`src/rtl/bkmon_pkg.sv`:
```
// Package: register map, field layout and timing constants of the buck monitor
package bkmon_pkg;

  // -------------------------------------------------------------------------
  // Register offsets (byte addresses)
  // -------------------------------------------------------------------------
  localparam logic [7:0] REG_CTRL1   = 8'h00;
  localparam logic [7:0] REG_CTRL2   = 8'h04;
  localparam logic [7:0] REG_CTRL3   = 8'h08;
  localparam logic [7:0] REG_MASK    = 8'h0C;
  localparam logic [7:0] REG_FLAG    = 8'h10;
  localparam logic [7:0] REG_STATUS  = 8'h14;

  // -------------------------------------------------------------------------
  // Per-converter control register fields
  // -------------------------------------------------------------------------
  localparam int CT_CODE_LSB   = 0;   // Target code [7:0]
  localparam int CT_EN         = 8;   // Host enable
  localparam int CT_MODE_LSB   = 9;   // Power mode [10:9]
  localparam int CT_DIS_OFF    = 11;  // Discharge disable
  localparam int CT_FALL_RAMP  = 12;  // Falling ramp enable (buck1)
  localparam int CT_SEQ_LSB    = 16;  // Sequencer slot config [23:16]
  localparam int CT_SEQ_IN     = 16;  // Bit 16: takes part in sequence
  localparam logic [31:0] CTRL_RESET = 32'h0000_0000;

  // -------------------------------------------------------------------------
  // Flag / mask / status layout: bits 0..2 brownout, 3..5 overvoltage,
  // 6..8 current limit (status only), converter index 0=buck1
  // -------------------------------------------------------------------------
  localparam int F_UV = 0;
  localparam int F_OV = 3;
  localparam int F_IL = 6;
  localparam logic [5:0] MASK_RESET = 6'h00;

  // Power mode codes
  localparam logic [1:0] MODE_NORMAL = 2'h0;
  localparam logic [1:0] MODE_SLEEP  = 2'h1;
  localparam logic [1:0] MODE_FORCE  = 2'h2;

  // -------------------------------------------------------------------------
  // Timing: soft-start slew 17 mV/us, code step 12.5 mV, base 600 mV
  // -------------------------------------------------------------------------
  localparam int CLK_MHZ        = 200;
  localparam int SLEW_UV_PER_US = 17000;
  localparam int STEP_UV        = 12500;
  localparam int BASE_UV        = 600000;
  localparam int CYC_PER_CODE   = (STEP_UV * CLK_MHZ + SLEW_UV_PER_US - 1) / SLEW_UV_PER_US;
  localparam int CYC_BASE       = (BASE_UV * CLK_MHZ + SLEW_UV_PER_US - 1) / SLEW_UV_PER_US;
  localparam int MAX_CODE       = 254;  // 0.600 V + 254*12.5 mV = 3.775 V, below 3.78 V
  localparam int SS_W           = 17;

endpackage : bkmon_pkg

```
`src/rtl/bkmon_top.sv`:
```
// Digital control and supervision for three step-down converters
//
// Overview of operation
// - Each converter sets its overvoltage flag when output exceeds threshold.
// - Unmasked buck1 overvoltage requests power-down and asserts interrupt_request_n.
// - Buck1 falling ramp enabled: overvoltage suppressed until the down ramp ends.
// - Falling ramp disabled: lowering target raises overvoltage immediately.
// - Each brownout, overvoltage, current-limit condition has a live status bit.
// - Buck1 enabled by sequencer or host register write.
// - Per-converter sequencer config selects participation, master and slot; only participation (bit 16) is used here.
// - Two-bit power-mode field selects normal or low-power operation.
// - Configured converters go low-power during deep sleep, return afterwards.
// - Host command can force low-power regardless of sleep state.
// - Buck2/3 set brownout flag; unmasked brownout requests power-down.
// - Buck2/3 brownout blanked until soft-start period ends.
// - Buck2/3 overvoltage blanked until soft-start period ends.
// - Raising a running buck2/3 target steps straight to new code.
// - Such a step raises undervoltage; unmasked it requests power-down.
// - Masked faults still set flags; mask only gates power-down and interrupt.
// - Buck2/3 discharge enabled after reset; disable bit turns it off.
// - Discharge enabled: path on while converter off, off while on.
// - Buck2/3 soft-start ramps at 17 mV/us; time equals target over rate.
// - Buck2 code maps from 0.600 V in 12.5 mV steps, max 3.78 V.
// - Buck1 sets brownout flag; unmasked brownout requests power-down.
// - Buck1 brownout held off until soft-start completes.
// - Buck1 brownout held off while ramping up to a raised target.
// - Buck1 discharge path connects when switched off with discharge enabled.
//
// Our own choices: the AHB-Lite register port and the placing of the registers.
`timescale 1ns/10ps

module bkmon_top
  import bkmon_pkg::*;
#(
  parameter int NUM_BUCK = 3,    // Converters served; ports and logic assume three
  parameter int SS_CNT_W = SS_W  // Soft-start counter width
)
(
  input  wire logic        clk,              // 200 MHz system clock
  input  wire logic        reset,            // Synchronous, active high
  input  wire logic [31:0] haddr,            // AHB address
  input  wire logic [1:0]  htrans,           // AHB transfer type
  input  wire logic        hwrite,           // AHB write
  input  wire logic [2:0]  hsize,            // AHB size
  input  wire logic [31:0] hwdata,           // AHB write data
  input  wire logic        hsel,             // AHB select
  input  wire logic        hready,           // AHB bus ready
  output logic      [31:0] hrdata,           // AHB read data
  output logic             hreadyout,        // AHB slave ready
  output logic             hresp,            // AHB response (OKAY)
  input  wire logic [2:0]  seq_enable,       // Sequencer enable per converter
  input  wire logic        deep_sleep_state, // Chip in deep sleep
  input  wire logic [2:0]  cmp_brownout,     // Raw brownout comparators
  input  wire logic [2:0]  cmp_overvoltage,  // Raw overvoltage comparators
  input  wire logic [2:0]  cmp_current_limit,// Raw current-limit comparators
  input  wire logic        buck1_ramp_busy,  // Buck1 analog ramp in progress
  output logic      [2:0]  buck_on,          // Converter enabled
  output logic      [2:0]  low_power_operation, // Converter in low power
  output logic      [2:0]  discharge_on,     // 100 ohm discharge path connected
  output logic      [23:0] target_code,      // Applied target codes, buck1 in [7:0]
  output logic             power_down_request, // To sequencer
  output logic             interrupt_request_n // Active-low interrupt
);
  import bkmon_pkg::*;

  // -------------------------------------------------------------------------
  // Elaboration checks
  // -------------------------------------------------------------------------
  // Fault vectors and the register map are laid out for three converters
  if (NUM_BUCK != 3) begin : g_bad_count
    $error("bkmon_top serves exactly three converters");
  end
  // The counter must hold the longest window, at the top code, without wrapping
  if (SS_CNT_W < 1 || SS_CNT_W > 30 || (2 ** SS_CNT_W) <= CYC_BASE + MAX_CODE * CYC_PER_CODE) begin : g_bad_width
    $error("soft-start counter too narrow");
  end

  // -------------------------------------------------------------------------
  // State
  // -------------------------------------------------------------------------
  typedef enum logic [1:0] {
    BK_IDLE = 2'b01,
    BK_DATA = 2'b10
  } bkmon_bus_e;

  typedef struct packed {
    bkmon_bus_e                  bus;
    logic                        wr;
    logic [7:0]                  addr;
    logic [2:0][31:0]            ctrl;
    logic [5:0]                  mask;
    logic [5:0]                  flag;
    logic [2:0]                  on;
    logic [2:0][SS_CNT_W-1:0]    ss_cnt;
    logic [7:0]                  b1_prev_code;
    logic                        b1_hold_ov;
    logic                        b1_hold_uv;
    logic [31:0]                 rdata;
    logic                        pdr;
    logic                        irq;
    logic [2:0]                  lp;
    logic [2:0]                  dis;
  } bkmon_state_s;

  bkmon_state_s st;
  bkmon_state_s next_st;

  // Soft-start length in cycles for a target code at 17 mV/us
  function automatic logic [SS_CNT_W-1:0] bkmon_ss_cycles(input logic [7:0] code);
    bkmon_ss_cycles = SS_CNT_W'(CYC_BASE) + SS_CNT_W'(code) * SS_CNT_W'(CYC_PER_CODE);
  endfunction : bkmon_ss_cycles

  // Applied code, clipped so the output never passes 3.78 V
  function automatic logic [7:0] bkmon_clip(input logic [7:0] code);
    bkmon_clip = (code > 8'(MAX_CODE)) ? 8'(MAX_CODE) : code;
  endfunction : bkmon_clip

  logic [2:0] blanked;
  logic [2:0] en_now;
  logic [2:0] uv_live;
  logic [2:0] ov_live;
  logic [5:0] fault;
  logic       b1_ov_hide;
  logic       b1_uv_hide;

  // -------------------------------------------------------------------------
  // Next state
  // -------------------------------------------------------------------------
  always_comb begin
    logic [7:0]  c;
    logic [31:0] rd;
    next_st = st;
    c       = 8'h00;
    rd      = 32'h0000_0000;

    for (int i = 0; i < 3; i++) begin
      en_now[i] = st.ctrl[i][CT_EN] | (st.ctrl[i][CT_SEQ_IN] & seq_enable[i]);
    end
    next_st.on = en_now;

    // Soft-start blanking for buck2/3, restarted at each enable
    for (int i = 1; i < 3; i++) begin
      c = bkmon_clip(st.ctrl[i][7:0]);
      if (en_now[i] && !st.on[i]) begin
        next_st.ss_cnt[i] = bkmon_ss_cycles(c);
      end else if (!en_now[i]) begin
        next_st.ss_cnt[i] = '0;
      end else if (st.ss_cnt[i] != '0) begin
        next_st.ss_cnt[i] = st.ss_cnt[i] - SS_CNT_W'(1);
      end
    end
    next_st.ss_cnt[0] = '0;

    // Buck1 ramp hold: falling ramp hides overvoltage, rising hides brownout
    if (en_now[0] && !st.on[0]) begin
      next_st.b1_hold_uv = 1'b1;
    end else if (st.ctrl[0][7:0] > st.b1_prev_code) begin
      next_st.b1_hold_uv = 1'b1;
    end else if (!buck1_ramp_busy) begin
      next_st.b1_hold_uv = 1'b0;
    end
    if (st.ctrl[0][7:0] < st.b1_prev_code && st.ctrl[0][CT_FALL_RAMP]) begin
      next_st.b1_hold_ov = 1'b1;
    end else if (!buck1_ramp_busy) begin
      next_st.b1_hold_ov = 1'b0;
    end
    next_st.b1_prev_code = st.ctrl[0][7:0];

    blanked[0] = 1'b0;
    // First enabled cycle is blanked too, before the counter has loaded
    blanked[1] = en_now[1] && (!st.on[1] || st.ss_cnt[1] != '0);
    blanked[2] = en_now[2] && (!st.on[2] || st.ss_cnt[2] != '0);
    // Registered holds start a cycle after the code write; the compare covers that cycle
    b1_uv_hide = st.b1_hold_uv || (en_now[0] && !st.on[0]) || (st.ctrl[0][7:0] > st.b1_prev_code);
    b1_ov_hide = st.b1_hold_ov || (st.ctrl[0][CT_FALL_RAMP] && (st.ctrl[0][7:0] < st.b1_prev_code));
    uv_live = cmp_brownout & en_now & ~blanked & {2'b11, ~b1_uv_hide};
    ov_live = cmp_overvoltage & en_now & ~blanked & {2'b11, ~b1_ov_hide};
    fault   = {ov_live, uv_live};

    // Power mode and discharge
    for (int i = 0; i < 3; i++) begin
      next_st.lp[i] = (st.ctrl[i][CT_MODE_LSB +: 2] == MODE_FORCE) ||
                      (st.ctrl[i][CT_MODE_LSB +: 2] == MODE_SLEEP && deep_sleep_state);
      next_st.dis[i] = !st.ctrl[i][CT_DIS_OFF] && !en_now[i];
    end

    next_st.pdr = |(fault & ~st.mask);
    next_st.irq = |(fault & ~st.mask & 6'b001000);

    // Bus slave: address phase captured, data phase answered next cycle
    next_st.bus = BK_IDLE;
    case (st.bus)
      BK_IDLE, BK_DATA: begin
        if (hsel && hready && htrans[1]) begin
          next_st.bus  = BK_DATA;
          next_st.wr   = hwrite;
          next_st.addr = haddr[7:0];
        end
      end
      default: next_st.bus = BK_IDLE;
    endcase

    if (st.bus == BK_DATA && st.wr) begin
      case (st.addr)
        REG_CTRL1: next_st.ctrl[0] = hwdata;
        REG_CTRL2: next_st.ctrl[1] = hwdata;
        REG_CTRL3: next_st.ctrl[2] = hwdata;
        REG_MASK:  next_st.mask    = hwdata[5:0];
        REG_FLAG:  next_st.flag    = st.flag & ~hwdata[5:0]; // Write one to clear
        default: ;
      endcase
    end
    next_st.flag = next_st.flag | fault; // Set beats clear

    case (haddr[7:0])
      REG_CTRL1:  rd = st.ctrl[0];
      REG_CTRL2:  rd = st.ctrl[1];
      REG_CTRL3:  rd = st.ctrl[2];
      REG_MASK:   rd = {26'h0, st.mask};
      REG_FLAG:   rd = {26'h0, st.flag};
      REG_STATUS: rd = {23'h0, cmp_current_limit & en_now, ov_live, uv_live};
      default:    rd = 32'h0000_0000;
    endcase
    next_st.rdata = (hsel && hready && htrans[1] && !hwrite) ? rd : st.rdata;
  end

  // -------------------------------------------------------------------------
  // Registers
  // -------------------------------------------------------------------------
  always_ff @(posedge clk) begin
    if (reset) begin
      next_st_reset_block: begin
        st.bus          <= BK_IDLE;
        st.wr           <= 1'b0;
        st.addr         <= 8'h00;
        st.ctrl         <= {3{CTRL_RESET}};
        st.mask         <= MASK_RESET;
        st.flag         <= 6'h00;
        st.on           <= 3'h0;
        st.ss_cnt       <= '0;
        st.b1_prev_code <= 8'h00;
        st.b1_hold_ov   <= 1'b0;
        st.b1_hold_uv   <= 1'b0;
        st.rdata        <= 32'h0000_0000;
        st.pdr          <= 1'b0;
        st.irq          <= 1'b0;
        st.lp           <= 3'h0;
        st.dis          <= 3'h7; // Discharge enabled from reset
      end
    end else begin
      st <= next_st;
    end
  end

  assign hrdata              = st.rdata;
  assign hreadyout           = 1'b1;
  assign hresp               = 1'b0;
  assign buck_on             = st.on;
  assign low_power_operation = st.lp;
  assign discharge_on        = st.dis;
  assign target_code         = {bkmon_clip(st.ctrl[2][7:0]), bkmon_clip(st.ctrl[1][7:0]),
                                st.ctrl[0][7:0]};
  assign power_down_request  = st.pdr;
  assign interrupt_request_n = ~st.irq;

  // -------------------------------------------------------------------------
  // Assertions
  // -------------------------------------------------------------------------
  a_pdr_cause: assert property (@(posedge clk) disable iff (reset)
    (|(fault & ~st.mask)) |=> power_down_request)
    else $error("fault did not request power-down");
  a_masked_flag: assert property (@(posedge clk) disable iff (reset)
    (fault[F_OV] && st.mask[F_OV]) |=> (st.flag[F_OV] && !st.irq))
    else $error("masked fault mishandled");
  a_irq_b1ov: assert property (@(posedge clk) disable iff (reset)
    (ov_live[0] && !st.mask[F_OV]) |=> !interrupt_request_n)
    else $error("buck1 ov did not interrupt");
  a_flag_sticky: assert property (@(posedge clk) disable iff (reset)
    (st.flag[0] && !(st.bus == BK_DATA && st.wr && st.addr == REG_FLAG)) |=> st.flag[0])
    else $error("flag lost");
  a_ss_blank: assert property (@(posedge clk) disable iff (reset)
    (en_now[1] && !st.on[1]) |=> (!uv_live[1] && !ov_live[1]))
    else $error("buck2 not blanked");
  a_ss_len: assert property (@(posedge clk) disable iff (reset)
    (en_now[2] && !st.on[2]) |=> (st.ss_cnt[2] == bkmon_ss_cycles(bkmon_clip(st.ctrl[2][7:0]))))
    else $error("bad ss");
  a_disch_off: assert property (@(posedge clk) disable iff (reset)
    en_now[1] |=> !discharge_on[1])
    else $error("discharge on while enabled");
  a_lp_force: assert property (@(posedge clk) disable iff (reset)
    (st.ctrl[0][CT_MODE_LSB +: 2] == MODE_FORCE) |=> low_power_operation[0])
    else $error("force lp ignored");

  // -------------------------------------------------------------------------
  // Assertions: buck1 ramp holds, soft-start window and outputs
  // -------------------------------------------------------------------------
  // The write cycle itself must already be hidden, not only the ramp after it
  a_b1_ov_hide: assert property (@(posedge clk) disable iff (reset)
    (st.ctrl[0][CT_FALL_RAMP] && (st.ctrl[0][7:0] < st.b1_prev_code)) |-> !ov_live[0])
    else $error("buck1 overvoltage seen during falling ramp");
  a_b1_ov_plain: assert property (@(posedge clk) disable iff (reset)
    (!st.ctrl[0][CT_FALL_RAMP] && !st.b1_hold_ov && cmp_overvoltage[0] && en_now[0]) |-> ov_live[0])
    else $error("buck1 overvoltage hidden without falling ramp");
  a_b1_uv_start: assert property (@(posedge clk) disable iff (reset)
    (en_now[0] && !st.on[0]) |-> !uv_live[0])
    else $error("buck1 brownout seen at enable");
  a_b1_uv_rise: assert property (@(posedge clk) disable iff (reset)
    (st.ctrl[0][7:0] > st.b1_prev_code) |-> !uv_live[0])
    else $error("buck1 brownout seen during rising code");
  // Blanking must end as well, or a stuck counter would hide every fault
  a_ss_expire: assert property (@(posedge clk) disable iff (reset)
    (en_now[1] && st.on[1] && (st.ss_cnt[1] == '0) && cmp_brownout[1]) |-> uv_live[1])
    else $error("buck2 brownout still blanked");
  a_ov_blank3: assert property (@(posedge clk) disable iff (reset)
    (en_now[2] && (st.ss_cnt[2] != '0)) |-> !ov_live[2])
    else $error("buck3 overvoltage not blanked");
  a_flag_set: assert property (@(posedge clk) disable iff (reset)
    (|fault) |=> ((st.flag & $past(fault)) == $past(fault)))
    else $error("fault did not set its flag");
  a_disch_idle: assert property (@(posedge clk) disable iff (reset)
    (!en_now[2] && !st.ctrl[2][CT_DIS_OFF]) |=> discharge_on[2])
    else $error("discharge off while converter off");
  a_lp_sleep: assert property (@(posedge clk) disable iff (reset)
    ((st.ctrl[1][CT_MODE_LSB +: 2] == MODE_SLEEP) && deep_sleep_state) |=> low_power_operation[1])
    else $error("deep sleep did not select low power");
  a_on_follow: assert property (@(posedge clk) disable iff (reset)
    en_now[0] |=> buck_on[0])
    else $error("buck1 enable not applied");

  // -------------------------------------------------------------------------
  // Cover points
  // -------------------------------------------------------------------------
  c_pdr: cover property (@(posedge clk) power_down_request);
  c_irq: cover property (@(posedge clk) !interrupt_request_n);
  c_ss_end: cover property (@(posedge clk) $fell(blanked[1]));
  c_b1_ov_hide: cover property (@(posedge clk) b1_ov_hide && cmp_overvoltage[0]);
  c_lp_sleep: cover property (@(posedge clk) low_power_operation[1] && deep_sleep_state);

endmodule : bkmon_top

```
`config.mk`:
```
export PLATFORM = sky130hd
export DESIGN_NAME = bkmon_top
export DESIGN_NICKNAME = d
export VERILOG_FILES = /design/src/rtl/bkmon_pkg.sv /design/src/rtl/bkmon_top.sv
export SDC_FILE = /design/constraint.sdc
export NUM_CORES = 1
export LEC_CHECK = 0
export BUFFER_PORTS_ARGS = -buffer_cell sky130_fd_sc_hd__buf_2
export CELL_PAD_IN_SITES_DETAIL_PLACEMENT = 0
export CELL_PAD_IN_SITES_GLOBAL_PLACEMENT = 1
export CORE_MARGIN = 2
export CORE_UTILIZATION = 40
export CTS_CLUSTER_SIZE = 28
export DETAILED_ROUTE_END_ITERATION = 16
export PLACE_DENSITY = 0.8
export SLEW_MARGIN = 5
export SYNTH_ARGS = -nofsm -noshare
export SYNTH_HDL_FRONTEND = slang
export SYNTH_SLANG_ARGS = --single-unit
```
`constraint.sdc`:
```
create_clock -name clk -period 5.62 [get_ports clk]
set_input_delay 0 -clock clk [delete_from_list [all_inputs] [get_ports clk]]
set_output_delay 0 -clock clk [all_outputs]
set_load 0.005 [all_outputs]
```
# Word-level counts from Yosys, hierarchy flattened
# Cells that the tools add are included.
# W data, S select, Z words.
# classes
add_sub_neg	4
multipliers	2
magnitude_cmp	4
n_eq_ne	21
muxes	16
n_bitwise	23
n_reduce_logical	46
# ops
op	count
$pmux W32 S6	1
$mux W17	6
$add A13 B16 Y17 const A	2
$reduce_bool A17 Y1	2
$sub A17 B1 Y17 const B	2
$eq A8 B4 Y1 const B	4
$mul A8 B6 Y14 const B	2
$eq A8 B5 Y1 const B	3
$and A3 B3 Y3	7
$eq A8 B3 Y1 const B	2
$gt A8 B8 Y1 const B	2
$logic_and A1 B1 Y1	16
$logic_not A8 Y1	2
$mux W8	2
$and A6 B6 Y6	2
$mux W6	2
$not A6 Y6	2
$mux W11	1
$logic_not A1 Y1	10
$reduce_and A2 Y1	5
$ne A3 B1 Y1 const B	3
$eq A2 B1 Y1 const B	4
$eq A2 B2 Y1 const B	4
$gt A8 B8 Y1	1
11 further kinds	29
# totals
reg_bits	206
in_bits	88
output_inout_bits	69
elab_cells	135

# Depth between registers and ports, before layout
# depth
ltp_word	9
mapped_depth	15
ltp_nobuf	15

# Least setup slack after synthesis
# Ideal clock, no wire load.
# synth_timing
path_kind	register to register
startpoint	reg st[187] (netlist bit)
endpoint	reg st[98] (netlist bit)
setup_ps	116
arrival_ps	3301
t_required_ps	5504
slack_ps	2203
stages_incl_launch_ff	16
path_buffers	2
period_less_slack_ps	3417
path_cell_list	dfxtp_1 > clkbuf_1 > ha_1 > ha_1 > inv_1 > fa_1 > inv_1 > ha_1 > clkbuf_1 > nand3_1 > o211ai_1 > xnor2_1 > o31ai_1 > o21ai_0 > mux2i_1 > a41o_1
# synth_between
elab_chain_len	5
# synth_rtl
item	line	rtl
from (decl)	bkmon_top.sv:105	bkmon_state_s st;
from (signal assigned)	bkmon_top.sv:251	st <= next_st;
$gt A8 B8 Y1	n/a	
$mux W8 (*)	n/a	
named net target_code[23]	bkmon_top.sv:60	output logic [23:0] target_code,
$mul A8 B6 Y14 (*)	bkmon_top.sv:110	bkmon_ss_cycles = SS_CNT_W'(CYC_BASE) + SS_CNT_W'(code) * SS_CNT_W'(CYC_PER_CODE);
$add A13 B16 Y17 (*)	bkmon_top.sv:110	
$mux W17 (*)	bkmon_top.sv:144	if (en_now[i] && !st.on[i]) begin
# Mark *: on every way through the listed nets, which the timed path passes. The rest lies on a longest branch.
# A chain may end at the register's enable or synchronous reset.

# Worst setup path in the final report
# layout_timing
startpoint	reg st[183] (netlist bit)
endpoint	reg st[98] (netlist bit)
# layout_between
elab_chain_len	5
# layout_rtl
item	line	rtl
$gt A8 B8 Y1	bkmon_top.sv:115	bkmon_clip = (code > 8'(MAX_CODE)) ? 8'(MAX_CODE) : code;
$mux W8 (*)	bkmon_top.sv:115	
$mul A8 B6 Y14 (*)	bkmon_top.sv:110	
$add A13 B16 Y17 (*)	bkmon_top.sv:110	
$mux W17 (*)	bkmon_top.sv:144	
# Mark *: on every way between the ends. The rest lies on a longest branch, timed or not.

==> flow_metrics.env <==
export IMPL_antenna_found_initial=1
export IMPL_critPathCaptureType="register"
export IMPL_synth_cell_types=68
export IMPL_area_growth_pct=16.4
export IMPL_io_pins=157
export IMPL_synth_area_leaders="dfxtp_1 (38%), nand2_1 (8.8%), a21oi_1 (7.4%)"
export IMPL_synth_seq_area_share_pct=37.9
export IMPL_worstHoldPathType="input port to register"
export IMPL_power_density_nw_per_um2=246
export IMPL_slowest_stage="fa_1"
export IMPL_power_frac_clock_pct=49.3
export IMPL_worstPathCellList="and2_1 -> nand3_1 -> o21a_1 -> ha_1 -> ha_1 -> inv_1 -> fa_1 -> a21boi_0 -> nand3b_1 -> mux2i_1 -> o31ai_1 -> o21ai_0 -> mux2i_1 -> a41o_1"
export IMPL_htreeDepth=1
export IMPL_wl_per_cell_um=17.1
export IMPL_worstPathArrival_ps=4360
export IMPL_drc=0
export IMPL_use_met3_pct=3.06
export IMPL_clock_path_buffers=3
export IMPL_ant_nets=0
export IMPL_avgViaCountPerCell=5.35
export IMPL_crit_fanout=7
export IMPL_cts_sinks=206
export IMPL_clk_latency_ps=530
export IMPL_postCtsSetupBuffers=0
export IMPL_die_h_um=169
export IMPL_globalplace_congestion=0.848
export IMPL_tightest_slew_ps=935
export IMPL_timing_setup_tns_ps=0
export IMPL_finalCritPeriodShare_pct=70.2
export IMPL_swShare_pct=22.1
export IMPL_gr_usage_met1_pct=26.6
export IMPL_drt_iter0_drc=743
export IMPL_use_met2_pct=36.9
export IMPL_grt_pass1_wl_um=48000
export IMPL_peakVddDrop_mv=0.195
export IMPL_yosysWarnings=0
export IMPL_wl_um=30600
export IMPL_ys_ff_latch=206
export IMPL_dr_pass1_iters=8
export IMPL_drive_gt1_share_pct=14.1
export IMPL_syn_avg_cell_area_um2=8.01
export IMPL_antenna_cells=0
export IMPL_fp_coreArea_um2=26800
export IMPL_leakage_nw=5.12
export IMPL_setup_viol=0
export IMPL_startpoint_type="register"
export IMPL_synth_top_area_share_pct=37.9
export IMPL_instances_no_fill=1790
export IMPL_clock_skew_ps=11.7
export IMPL_grt_pass1_vias=9014
export IMPL_die_width_um=169
export IMPL_cts_made_buffers=24
export IMPL_ff2ff_setup_slack_ps=1680
export IMPL_die_area_um2=28500
export IMPL_period_minus_slack_ps=3940
export IMPL_cp_required_ps=6030
export IMPL_status="finished, final reports clean"
export IMPL_clk_pin_slew_ps=60
export IMPL_place_ws_ps=1670
export IMPL_synth_top_area_cell="dfxtp_1"
export IMPL_p_int_w=0.00243
export IMPL_grt_max_degree=114
export IMPL_p_sw_w=0.000690
export IMPL_dpl_cell_count=1696
export IMPL_clock_root_buffer="clkbuf_16"
export IMPL_crit_type="register to register"
export IMPL_comb_power_share_pct=3.6
export IMPL_initial_core_util_pct=40.6
export IMPL_grt_busiest_layer="met2"
export IMPL_rsz0062_at_grt="no"
export IMPL_cpPeakStageDelay_ps=590
export IMPL_async_flop_share_pct=0
export IMPL_num_vias=9572
export IMPL_synth_edff_count=0
export IMPL_synth_fp_nets=1511
export IMPL_numPortBuffers=126
export IMPL_maxSlewHeadroom_pct=37.7
export IMPL_dp_hpwl_um=20900
export IMPL_synth_ff_type="dfxtp_1"
export IMPL_track_usage_pct=20.8
export IMPL_maxCapViolCount=0
export IMPL_cts_tree="built"
export IMPL_setup_slack_ps=1680
export IMPL_grt_overflow_total=0
export IMPL_netlist_area_um2=10900
export IMPL_finalHoldViolCount=0
export IMPL_slew_violations=0
export IMPL_synth_cells=1357
export IMPL_core_rowCount=60
export IMPL_final_nets=1589
export IMPL_power_total_w=0.00311
export IMPL_seqPwrFrac_pct=47.0
export IMPL_fmax_ghz=0.253
==> what timing repair did <==
item,4_1_cts,5_1_grt
gates resized for setup,0,0
endpoints found under the hold margin,130,0
hold buffers,54,0
==> critical path, delay by kind of cell, from the launching register on <==
kind	cells	cell delay, ps
flip-flops	1	510
adder cells (fa/ha/maj)	3	1210
AO/OA/AOI/OAI	5	1240
multiplexers	2	380
buffers and inverters	1	60
AND/OR/NAND/NOR	3	430
==> synthesized netlist by cell type (16+ instances only) <==
cell type and n:
inv_1 56, a222oi_1 25, a21oi_1 160, nor3_1 16, ha_1 58, xnor2_1 34, clkbuf_1 85, nor2_1 112
o21ai_0 23, nand2_1 254, dfxtp_1 206, xor2_1 19, buf_4 51, nand3_1 32
==> cell type report <==
cell class                      count  area, um2
Sequential cell                   206       4120
Tap cell                          341        427
Multi-Input combinational cell    952       5840
Inverter                           56        210
Clock inverter                      7       98.8
Timing Repair Buffer              195       1290
Clock buffer                       33        664
Fill cell                        2651      14200
==> per-layer routing <==
layer / up-vias / share of wire, %
met5: - / 0.042
met4: 2 / 1.7
met2: 243 / 49
met3: 38 / 5.5
met1: 4521 / 44
li1: 4768 / -
==> power groups by stage <==
| stage | clock network (W) | registers [W] | logic, W |
|---|---|---|---|
| after global routing | 0.00163 | 0.00146 | 0.000122 |
| after floorplan | 0 | 0.00150 | 0.0000372 |
| after CTS | 0.00157 | 0.00147 | 0.000112 |
| after global placement | 0 | 0.00150 | 0.0000829 |
| after detailed placement | 0 | 0.00150 | 0.0000827 |
| final | 0.00154 | 0.00147 | 0.000114 |
==> path summary, 6_finish.rpt <==
kind                                              to  depth (start not counted)            startpoint
worst max-delay path             st[98]$_SDFFE_PP0P_                         14  st[183]$_SDFFE_PP0P_
worst min-delay path              st[106]$_SDFF_PP0_                          2                 reset
worst max register to register   st[98]$_SDFFE_PP0P_                         14  st[183]$_SDFFE_PP0P_
worst min register to register  st[137]$_SDFFE_PP0P_                          2  st[137]$_SDFFE_PP0P_
==> logic make-up (layout without fill, tap and decap cells) <==
group                      count (synthesis)  count (layout)  share of synthesized area (%)
and+or+nand+nor                          510             510                           21.6
buffers and inverters                    199             291                           8.71
xor gates and xnor gates                  53              53                           4.27
other                                      2               2                         0.0691
AOI/OAI and AO/OA                        303             303                           17.6
muxes                                     18              18                           1.70
DFF                                      206             206                           37.9
adders and majority gates                 66              66                           8.15
==> flip-flops by register name, indices dropped and copies added, names as in the netlist <==
name,count
st,156
hrdata,32
target_code,8
buck_on,3
discharge_on,3
low_power_operation,3
power_down_request,1
==> metrics by stage <==
stage | hold slack, ps | util, % | area (um2)
finish | 4.00 | 47.2 | 12600
global placement | 255 | 42.3 | 11300
detailed placement | 268 | 42.3 | 11300
global route | 43.8 | 47.2 | 12600
floorplan | 136 | - | 10900
CTS | 20.0 | 47.2 | 12600
==> cells in the final DEF (no fill, tap or decap), types with 5 or more instances in the layout <==
master / synthesis / routed
nand2_1: 254 / 254
dfxtp_1: 206 / 206
a21oi_1: 160 / 160
buf_2: 7 / 125
nor2_1: 112 / 111
ha_1: 58 / 58
inv_1: 56 / 56
dlygate4sd3_1: 0 / 54
xnor2_1: 34 / 34
nand3_1: 32 / 32
a222oi_1: 25 / 25
clkbuf_16: 0 / 24
o21ai_0: 23 / 23
xor2_1: 19 / 19
nor3_1: 16 / 15
a211oi_1: 15 / 15
buf_4: 51 / 15
mux2i_1: 14 / 14
nor2b_1: 15 / 13
nand2b_1: 12 / 12
nand3b_1: 11 / 11
or3_1: 10 / 10
a21o_1: 10 / 10
a22oi_1: 8 / 8
fa_1: 8 / 8
o21a_1: 6 / 6
a32oi_1: 6 / 6
o31ai_1: 6 / 6
o22ai_1: 6 / 6
clkbuf_1: 85 / 6
and2_1: 5 / 5
or2_2: 5 / 5
o211ai_1: 5 / 5
No activity file was read; power rests on OpenSTA's default activity.
